**src/shared/pmra_pkg.sv**
```systemverilog
// constants for the power monitor result and alert register bank
package pmra_pkg;
  // ==========================================================
  // register addresses
  localparam logic [7:0] ADDR_SHUNT_VOLTAGE_RESULT = 8'h04;
  localparam logic [7:0] ADDR_BUS_VOLTAGE_RESULT   = 8'h05;
  localparam logic [7:0] ADDR_DIE_TEMPERATURE      = 8'h06;
  localparam logic [7:0] ADDR_CURRENT_RESULT       = 8'h07;
  localparam logic [7:0] ADDR_POWER_RESULT         = 8'h08;
  localparam logic [7:0] ADDR_DIAG_ALERT_FLAGS     = 8'h0B;
  // ==========================================================
  // widths
  localparam int RESULT_W = 16;
  localparam int POWER_W  = 24;
  localparam int TEMP_W   = 12;
  localparam int TEMP_LSB = 4;
  localparam int PLIM_SH  = 8;
  // ==========================================================
  // diagnostic register bit positions
  localparam int BIT_LATCH      = 15;
  localparam int BIT_READY_EN   = 14;
  localparam int BIT_AVG_SEL    = 13;
  localparam int BIT_POLARITY   = 12;
  localparam int BIT_MATH_OF    = 9;
  localparam int BIT_TEMP_OL    = 7;
  localparam int BIT_SHUNT_OL   = 6;
  localparam int BIT_SHUNT_UL   = 5;
  localparam int BIT_BUS_OL     = 4;
  localparam int BIT_BUS_UL     = 3;
  localparam int BIT_POWER_OL   = 2;
  localparam int BIT_CONV_READY = 1;
  localparam int BIT_TRIM_OK    = 0;
  // ==========================================================
  // reset values
  localparam logic [15:0] RST_RESULT = 16'h0000;
  localparam logic [23:0] RST_POWER  = 24'h000000;
  localparam logic [11:0] RST_TEMP   = 12'h000;
  localparam logic [3:0]  TEMP_ZERO  = 4'h0;
  localparam logic        RST_TRIM   = 1'b1;
endpackage

```
**src/rtl/pmra_result_bank.sv**
```systemverilog
// result registers and diagnostic flag and alert logic of the power monitor
`timescale 1ns/100ps
module pmra_result_bank
  import pmra_pkg::*;
(
  input  wire logic                sys_clk,
  input  wire logic                rst,
  input  wire logic                ce,
  // register port
  input  wire logic [7:0]          regAddr,
  input  wire logic                regRead,
  input  wire logic                regWrite,
  input  wire logic [15:0]         regWrData,
  output logic      [23:0]         regRdData,
  // raw converter samples
  input  wire logic                rawValid,
  input  wire logic [15:0]         rawShunt,
  input  wire logic [15:0]         rawBus,
  input  wire logic [11:0]         rawTemp,
  // completed (averaged) results
  input  wire logic                avgValid,
  input  wire logic [15:0]         avgShunt,
  input  wire logic [15:0]         avgBus,
  input  wire logic [11:0]         avgTemp,
  input  wire logic [15:0]         avgCurrent,
  input  wire logic [23:0]         avgPower,
  // engine events
  input  wire logic                mathOverflow,
  input  wire logic                triggerStart,
  input  wire logic                trimChecksumError,
  // thresholds
  input  wire logic [15:0]         shuntOverLimit,
  input  wire logic [15:0]         shuntUnderLimit,
  input  wire logic [14:0]         busOverLimit,
  input  wire logic [14:0]         busUnderLimit,
  input  wire logic [11:0]         tempOverLimit,
  input  wire logic [15:0]         powerOverLimit,
  // open-drain alert pin and registered alert echo
  output logic                     alertOut,
  output logic                     alertOe_n,
  output logic                     shuntRangeEcho
);

  // ==========================================================
  // state
  logic [15:0] shuntVoltageResult;
  logic [15:0] busVoltageResult;
  logic [11:0] dieTemperatureResult;
  logic [15:0] currentResult;
  logic [23:0] powerResult;
  logic        alertLatchEnable;
  logic        readyOnAlertEnable;
  logic        averagedCompareSelect;
  logic        alertPolarity;
  logic        mathOverflowFlag;
  logic        temperatureOverLimitFlag;
  logic        shuntOverLimitFlag;
  logic        shuntUnderLimitFlag;
  logic        busOverLimitFlag;
  logic        busUnderLimitFlag;
  logic        powerOverLimitFlag;
  logic        conversionReadyFlag;
  logic        trimMemoryOk;
  logic        alertActive;

  logic [15:0] next_shuntVoltageResult;
  logic [15:0] next_busVoltageResult;
  logic [11:0] next_dieTemperatureResult;
  logic [15:0] next_currentResult;
  logic [23:0] next_powerResult;
  logic        next_alertLatchEnable;
  logic        next_readyOnAlertEnable;
  logic        next_averagedCompareSelect;
  logic        next_alertPolarity;
  logic        next_mathOverflowFlag;
  logic        next_temperatureOverLimitFlag;
  logic        next_shuntOverLimitFlag;
  logic        next_shuntUnderLimitFlag;
  logic        next_busOverLimitFlag;
  logic        next_busUnderLimitFlag;
  logic        next_powerOverLimitFlag;
  logic        next_conversionReadyFlag;
  logic        next_trimMemoryOk;
  logic        next_alertActive;
  logic [23:0] next_regRdData;

  // ==========================================================
  // compare source and limit conditions
  logic        cmpValid;
  logic [15:0] cmpShunt;
  logic [15:0] cmpBus;
  logic [11:0] cmpTemp;
  logic        hitTemp;
  logic        hitShuntOver;
  logic        hitShuntUnder;
  logic        hitBusOver;
  logic        hitBusUnder;
  logic        hitPower;
  logic        diagRead;
  logic        diagWrite;
  logic [15:0] diagWord;

  // pick raw samples or averaged results for comparison
  always_comb begin
    cmpValid = averagedCompareSelect ? avgValid : rawValid;
    cmpShunt = averagedCompareSelect ? avgShunt : rawShunt;
    cmpBus   = averagedCompareSelect ? avgBus : rawBus;
    cmpTemp  = averagedCompareSelect ? avgTemp : rawTemp;
  end

  // threshold comparisons
  assign hitTemp       = $signed(cmpTemp) > $signed(tempOverLimit);
  assign hitShuntOver  = $signed(cmpShunt) > $signed(shuntOverLimit);
  assign hitShuntUnder = $signed(cmpShunt) < $signed(shuntUnderLimit);
  assign hitBusOver    = $signed(cmpBus) > $signed({1'b0, busOverLimit});
  assign hitBusUnder   = $signed(cmpBus) < $signed({1'b0, busUnderLimit});
  assign hitPower      = avgPower > {powerOverLimit, {PLIM_SH{1'b0}}};

  assign diagRead  = regRead && (regAddr == ADDR_DIAG_ALERT_FLAGS);
  assign diagWrite = regWrite && (regAddr == ADDR_DIAG_ALERT_FLAGS);

  // diagnostic word as the host sees it
  always_comb begin
    diagWord                 = 16'h0000;
    diagWord[BIT_LATCH]      = alertLatchEnable;
    diagWord[BIT_READY_EN]   = readyOnAlertEnable;
    diagWord[BIT_AVG_SEL]    = averagedCompareSelect;
    diagWord[BIT_POLARITY]   = alertPolarity;
    diagWord[BIT_MATH_OF]    = mathOverflowFlag;
    diagWord[BIT_TEMP_OL]    = temperatureOverLimitFlag;
    diagWord[BIT_SHUNT_OL]   = shuntOverLimitFlag;
    diagWord[BIT_SHUNT_UL]   = shuntUnderLimitFlag;
    diagWord[BIT_BUS_OL]     = busOverLimitFlag;
    diagWord[BIT_BUS_UL]     = busUnderLimitFlag;
    diagWord[BIT_POWER_OL]   = powerOverLimitFlag;
    diagWord[BIT_CONV_READY] = conversionReadyFlag;
    diagWord[BIT_TRIM_OK]    = trimMemoryOk;
  end

  // one limit flag: transparent follows compare, latched holds until read
  function automatic logic limitNext(
    input logic cur,
    input logic valid,
    input logic hit,
    input logic latched,
    input logic rd
  );
    logic v;
    v = cur;
    if (latched) begin
      if (rd) begin
        v = 1'b0;
      end
      if (valid && hit) begin
        v = 1'b1;  // set wins over the read clear
      end
    end else if (valid) begin
      v = hit;
    end
    return v;
  endfunction

  // ==========================================================
  // next-state logic
  always_comb begin
    next_shuntVoltageResult       = shuntVoltageResult;
    next_busVoltageResult         = busVoltageResult;
    next_dieTemperatureResult     = dieTemperatureResult;
    next_currentResult            = currentResult;
    next_powerResult              = powerResult;
    next_alertLatchEnable         = alertLatchEnable;
    next_readyOnAlertEnable       = readyOnAlertEnable;
    next_averagedCompareSelect    = averagedCompareSelect;
    next_alertPolarity            = alertPolarity;
    next_mathOverflowFlag         = mathOverflowFlag;
    next_conversionReadyFlag      = conversionReadyFlag;
    next_trimMemoryOk             = trimMemoryOk;
    next_regRdData                = regRdData;

    // results load only on a completed (averaged) result
    if (avgValid) begin
      next_shuntVoltageResult   = avgShunt;
      next_busVoltageResult     = avgBus;
      next_dieTemperatureResult = avgTemp;
      next_currentResult        = avgCurrent;
      next_powerResult          = avgPower;
    end

    // control bits written by the host
    if (diagWrite) begin
      next_alertLatchEnable      = regWrData[BIT_LATCH];
      next_readyOnAlertEnable    = regWrData[BIT_READY_EN];
      next_averagedCompareSelect = regWrData[BIT_AVG_SEL];
      next_alertPolarity         = regWrData[BIT_POLARITY];
    end

    // limit flags
    next_temperatureOverLimitFlag = limitNext(temperatureOverLimitFlag, cmpValid, hitTemp,
                                              alertLatchEnable, diagRead);
    next_shuntOverLimitFlag  = limitNext(shuntOverLimitFlag, cmpValid, hitShuntOver,
                                         alertLatchEnable, diagRead);
    next_shuntUnderLimitFlag = limitNext(shuntUnderLimitFlag, cmpValid, hitShuntUnder,
                                         alertLatchEnable, diagRead);
    next_busOverLimitFlag    = limitNext(busOverLimitFlag, cmpValid, hitBusOver,
                                         alertLatchEnable, diagRead);
    next_busUnderLimitFlag   = limitNext(busUnderLimitFlag, cmpValid, hitBusUnder,
                                         alertLatchEnable, diagRead);
    next_powerOverLimitFlag  = limitNext(powerOverLimitFlag, avgValid, hitPower,
                                         alertLatchEnable, diagRead);

    // overflow: cleared by a trigger, set wins
    if (triggerStart) begin
      next_mathOverflowFlag = 1'b0;
    end
    if (mathOverflow) begin
      next_mathOverflowFlag = 1'b1;
    end

    // conversion ready: cleared by trigger, or by read when latched
    if (triggerStart || (alertLatchEnable && diagRead)) begin
      next_conversionReadyFlag = 1'b0;
    end
    if (avgValid) begin
      next_conversionReadyFlag = 1'b1;
    end

    // trim memory health is sticky low
    if (trimChecksumError) begin
      next_trimMemoryOk = 1'b0;
    end

    // read data captured from pre-clear values
    if (regRead) begin
      unique case (regAddr)
        ADDR_SHUNT_VOLTAGE_RESULT: next_regRdData = {8'h00, shuntVoltageResult};
        ADDR_BUS_VOLTAGE_RESULT:   next_regRdData = {8'h00, busVoltageResult};
        ADDR_DIE_TEMPERATURE:
          next_regRdData = {8'h00, dieTemperatureResult, TEMP_ZERO};
        ADDR_CURRENT_RESULT:       next_regRdData = {8'h00, currentResult};
        ADDR_POWER_RESULT:         next_regRdData = powerResult;
        ADDR_DIAG_ALERT_FLAGS:     next_regRdData = {8'h00, diagWord};
        default:                   next_regRdData = 24'h000000;
      endcase
    end

    // alert from the flag values being registered
    next_alertActive = next_temperatureOverLimitFlag | next_shuntOverLimitFlag
                     | next_shuntUnderLimitFlag | next_busOverLimitFlag
                     | next_busUnderLimitFlag | next_powerOverLimitFlag
                     | (next_conversionReadyFlag & next_readyOnAlertEnable);
  end

  // ==========================================================
  // registers
  always_ff @(posedge sys_clk or posedge rst) begin
    if (rst) begin
      shuntVoltageResult       <= RST_RESULT;
      busVoltageResult         <= RST_RESULT;
      dieTemperatureResult     <= RST_TEMP;
      currentResult            <= RST_RESULT;
      powerResult              <= RST_POWER;
      alertLatchEnable         <= 1'b0;
      readyOnAlertEnable       <= 1'b0;
      averagedCompareSelect    <= 1'b0;
      alertPolarity            <= 1'b0;
      mathOverflowFlag         <= 1'b0;
      temperatureOverLimitFlag <= 1'b0;
      shuntOverLimitFlag       <= 1'b0;
      shuntUnderLimitFlag      <= 1'b0;
      busOverLimitFlag         <= 1'b0;
      busUnderLimitFlag        <= 1'b0;
      powerOverLimitFlag       <= 1'b0;
      conversionReadyFlag      <= 1'b0;
      trimMemoryOk             <= RST_TRIM;
      alertActive              <= 1'b0;
      regRdData                <= RST_POWER;
    end else if (ce) begin
      shuntVoltageResult       <= next_shuntVoltageResult;
      busVoltageResult         <= next_busVoltageResult;
      dieTemperatureResult     <= next_dieTemperatureResult;
      currentResult            <= next_currentResult;
      powerResult              <= next_powerResult;
      alertLatchEnable         <= next_alertLatchEnable;
      readyOnAlertEnable       <= next_readyOnAlertEnable;
      averagedCompareSelect    <= next_averagedCompareSelect;
      alertPolarity            <= next_alertPolarity;
      mathOverflowFlag         <= next_mathOverflowFlag;
      temperatureOverLimitFlag <= next_temperatureOverLimitFlag;
      shuntOverLimitFlag       <= next_shuntOverLimitFlag;
      shuntUnderLimitFlag      <= next_shuntUnderLimitFlag;
      busOverLimitFlag         <= next_busOverLimitFlag;
      busUnderLimitFlag        <= next_busUnderLimitFlag;
      powerOverLimitFlag       <= next_powerOverLimitFlag;
      conversionReadyFlag      <= next_conversionReadyFlag;
      trimMemoryOk             <= next_trimMemoryOk;
      alertActive              <= next_alertActive;
      regRdData                <= next_regRdData;
    end
  end

  // ==========================================================
  // open-drain alert pin, driven low when pulled active
  logic pinLowDrive;
  always_ff @(posedge sys_clk or posedge rst) begin
    if (rst) begin
      pinLowDrive <= 1'b0;
    end else if (ce) begin
      pinLowDrive <= next_alertActive ^ next_alertPolarity;
    end
  end

  // pin value is always low; the enable (active low) decides driving
  always_ff @(posedge sys_clk or posedge rst) begin
    if (rst) begin
      alertOut       <= 1'b0;
      alertOe_n      <= 1'b1;
      shuntRangeEcho <= 1'b0;
    end else if (ce) begin
      alertOut       <= 1'b0;
      alertOe_n      <= ~pinLowDrive;
      shuntRangeEcho <= alertActive;
    end
  end

endmodule

```
**config.mk**
```make
export PLATFORM = sky130hd
export DESIGN_NAME = pmra_result_bank
export DESIGN_NICKNAME = d
export VERILOG_FILES = /design/src/shared/pmra_pkg.sv /design/src/rtl/pmra_result_bank.sv
export SDC_FILE = /design/constraint.sdc
export NUM_CORES = 1
export LEC_CHECK = 0
export BUFFER_PORTS_ARGS = -buffer_cell sky130_fd_sc_hd__buf_2
export CORE_MARGIN = 2
export CORE_UTILIZATION = 41
export CTS_CLUSTER_DIAMETER = 40
export CTS_CLUSTER_SIZE = 30
export DETAILED_ROUTE_END_ITERATION = 16
export HOLD_SLACK_MARGIN = 0.1
export PLACE_DENSITY = 0.7
export SLEW_MARGIN = 10
export SYNTH_ARGS = -nofsm -noshare
export SYNTH_HDL_FRONTEND = slang
export SYNTH_SLANG_ARGS = --single-unit
```
**constraint.sdc**
```tcl
create_clock -name sys_clk -period 3.8 [get_ports sys_clk]
set_clock_uncertainty 0.15 [all_clocks]
set_input_delay 0.57 -clock sys_clk [delete_from_list [all_inputs] [get_ports sys_clk]]
set_output_delay 0.57 -clock sys_clk [all_outputs]
set_load 0.005 [all_outputs]
```
==> results.sh <==
export IMPL_outcome="finished, final reports clean"
export IMPL_wl_met1_mm=10.6
export IMPL_first_global_vias=6946
export IMPL_place_gp_congestion=0.912
export IMPL_mostFrequentLayoutCells="buf_2 (265), mux2_2 (130), dfrtp_1 (122)"
export IMPL_clock_fmax_mhz=282
export IMPL_area_growth_pct=29.1
export IMPL_cpPeakStageDelay_ns=0.53
export IMPL_clock_root_buffer="clkbuf_16"
export IMPL_final_nets=1393
export IMPL_cts_setup_buffers=0
export IMPL_grt_max_degree=87
export IMPL_drc=0
export IMPL_top_layer="met4"
export IMPL_die_w_um=144
export IMPL_ant_nets=0
export IMPL_cts_buffer_depth=2
export IMPL_rows=51
export IMPL_vias=6979
export IMPL_io_pins=279
export IMPL_startpoint_type="register"
export IMPL_synth_compound_area_share_pct=14.2
export IMPL_die_y_um=144
export IMPL_postCtsHoldBufs=0
export IMPL_setup_viol=0
export IMPL_drive_gt1_share_pct=42.8
export IMPL_cts_tree="yes"
export IMPL_yosys_area_share_xor_xnor_pct=0.217
export IMPL_relSlewSlack_pct=21.9
export IMPL_cts_buffers=17
export IMPL_crit_required_ns=3.93
export IMPL_critPathMaxFanout=10
export IMPL_cap_violations=0
export IMPL_core_area_um2=19400
export IMPL_grt_setup_unrepaired="false"
export IMPL_firstDrtPassIters=5
export IMPL_yosys_top_cells_area="dfrtp_1 (38%), mux2_2 (18%), ha_1 (14%), inv_1 (4.6%), nand2_1 (2.9%)"
export IMPL_fillCellCount=1775
export IMPL_drtIter0Drc=435
export IMPL_wl_mm=24.2
export IMPL_synthSimpleGateAreaFrac_pct=8.14
export IMPL_syn_inst=779
export IMPL_wire_per_inst_um=18.1
export IMPL_dieArea_um2=20800
export IMPL_r2r_slack_ns=0.25
export IMPL_endpoint_kind="register"
export IMPL_synth_edf_count=0
export IMPL_clkSinkCount=125
export IMPL_start_util_pct=41.6
export IMPL_met3_length_mm=1.55
export IMPL_synth_fp_nets=1119
export IMPL_synth_top_family_by_area="multiplexers"
export IMPL_min_period_ns=3.55
export IMPL_postSynthAreaPerCell_um2=10.4
export IMPL_io_buffer_count=265
export IMPL_wl_met2_mm=11.3
export IMPL_ys_types=51
export IMPL_synthAdderAreaFrac_pct=13.6
export IMPL_hold_violations=0
export IMPL_synth_top_area_share_pct=38.1
export IMPL_netlist_area_um2=8070
export IMPL_dp_slack_ns=0.189
export IMPL_cp_data_arrival_time_ns=3.68
export IMPL_finalWorstSetupSlack_ns=0.251
export IMPL_antenna_found_initial=3
export IMPL_p_total_mw=3.92
export IMPL_holdCritPathClass="in -> async"
export IMPL_worst_path_max_delay_cell="dfrtp_2"
export IMPL_synth_seq_area_share_pct=38.8
export IMPL_hpwl_mm=19.6
export IMPL_track_usage_pct=23.4
export IMPL_synthMuxAreaShare_pct=19.0
export IMPL_synth_warning_count=0
export IMPL_critPathKind="reg -> reg"
export IMPL_htreeDepth=4
export IMPL_ys_ff_latch=125
export IMPL_synth_ff_type="dfrtp_1"
export IMPL_critical_path_cell_chain="buf_4, mux2_2, ha_1, a2111oi_2, o221ai_1, o221a_2, a211o_1, nor4_4, xnor2_1, a21oi_1"
export IMPL_leakagePower_nw=5.33
export IMPL_layout_commonest_cell="buf_2"
export IMPL_viasPerCell=5.23
export IMPL_drv_slew=0
export IMPL_clk_pin_slew_worst_paths_ns=0.05
export IMPL_clk_latency_ns=0.42
export IMPL_grt_pass1_wl_mm=36.3
export IMPL_cts_resized=0
export IMPL_fin_crit_sh_pct=93.4
export IMPL_grt_ovfl_total=0
export IMPL_worst_pin_slew_ns=1.17
export IMPL_p_per_area_nw_per_um2=376
export IMPL_async_flop_share_pct=100
export IMPL_irDropWorstVdd_mv=0.200
export IMPL_yosysTopAreaCell="dfrtp_1"
export IMPL_final_setup_tns_ns=0
[path summary, 6_finish.rpt]
path,from,to,depth (start not counted)
worst max-delay path,averagedCompareSelect,pinLowDrive,10
worst min-delay path,rst,powerResult[13],3
worst max register to register,averagedCompareSelect,pinLowDrive,10
worst min register to register,pinLowDrive,alertOe_n,1
max in group asynchronous,rst,busVoltageResult[1],3
min in group sys_clk,trimChecksumError,trimMemoryOk,2
[kinds of logic after synthesis]
logic type                 Yosys count
DFF                                125
other                                1
and+or+nand+nor                    134
xor gates and xnor gates             2
buffers and inverters              125
muxes                              137
AOI/OAI and AO/OA                  167
adders and majority gates           88
[cells in the mapped netlist (2+ instances only)]
cell type  number
nand4_1        14
o31ai_1         2
o211ai_1        4
o21ai_0        30
dfrtp_1       123
a222oi_1        7
o22ai_1         2
nor2b_1         3
nand3_1        12
a22o_1          3
a22oi_1        25
a221oi_1       11
ha_1           88
mux2i_1         7
a211o_1         4
nor4_1          3
a21o_1         14
a2111oi_0       3
nor3_1          7
o221ai_1        2
mux2_2        130
clkbuf_1       14
nand2_1        63
nor2_1         18
dfstp_2         2
a21boi_0        5
nor4_4          2
buf_2           4
buf_1           8
and4b_1         2
inv_1          98
and4_1          2
a211oi_1        4
o21a_1          4
nand2b_1        5
a21oi_1        39
[flip-flops by register name (all words and copies together) (netlist names)]
name / count
alertActive: 1
alertLatchEnable: 1
alertOe_n: 1
alertPolarity: 1
averagedCompareSelect: 1
busOverLimitFlag: 1
busUnderLimitFlag: 1
busVoltageResult: 16
conversionReadyFlag: 1
currentResult: 16
dieTemperatureResult: 12
mathOverflowFlag: 1
pinLowDrive: 1
powerOverLimitFlag: 1
powerResult: 24
readyOnAlertEnable: 1
regRdData: 24
shuntOverLimitFlag: 1
shuntRangeEcho: 1
shuntUnderLimitFlag: 1
shuntVoltageResult: 16
temperatureOverLimitFlag: 1
trimMemoryOk: 1
[per-stage QoR]
step           hold slack, ns  instances  util [%]  instance area (um2)
2_1_floorplan           0.254        779         -                 8080
3_3_place_gp            0.297       1299      50.5                 9800
3_5_place_dp            0.311       1299      50.5                 9800
4_1_cts                 0.154       1331      53.7                10400
5_1_grt                 0.161       1333      53.7                10400
6_report                0.131       1334      53.7                10400
[where the power goes]
group,switching [mW],internal (mW),total (mW),leakage (nW)
Clock,0.585,1.08,1.67,0.296
Combinational,0.323,0.353,0.675,3.52
Sequential,0.0969,1.48,1.58,1.52
Total,1.01,2.92,3.92,5.33
[per-layer routing]
| layer | GRT usage (%) | vias up |
|---|---|---|
| met3 | 4.40 | 50 |
| met2 | 38.6 | 260 |
| met4 | 9.66 | 0 |
| li1 | - | 3379 |
| met1 | 30.2 | 3290 |
| met5 | 0 | - |
[layout make-up]
cell class                 count  area [um2]  area share [%]
antenna                        3        7.51          0.0721
clock buffer                  22         474            4.55
clock inverter                10         138            1.32
inverter                      98         372            3.57
multi-input combinational    529        4490            43.1
sequential                   125        3130            30.1
tap                          265         332            3.18
timing repair buffer         282        1480            14.2
[worst max-delay path: cells and delay by family (launching register included)]
kind	cells	cell delay [ns]
XOR/XNOR	1	0.16
AO/OA/AOI/OAI	5	1.36
multiplexers	1	0.37
flip-flops	1	0.53
buffers and inverters	1	0.24
adder cells (fa/ha/maj)	1	0.33
AND/OR/NAND/NOR	1	0.28
Power figures use the tool's default switching activity.
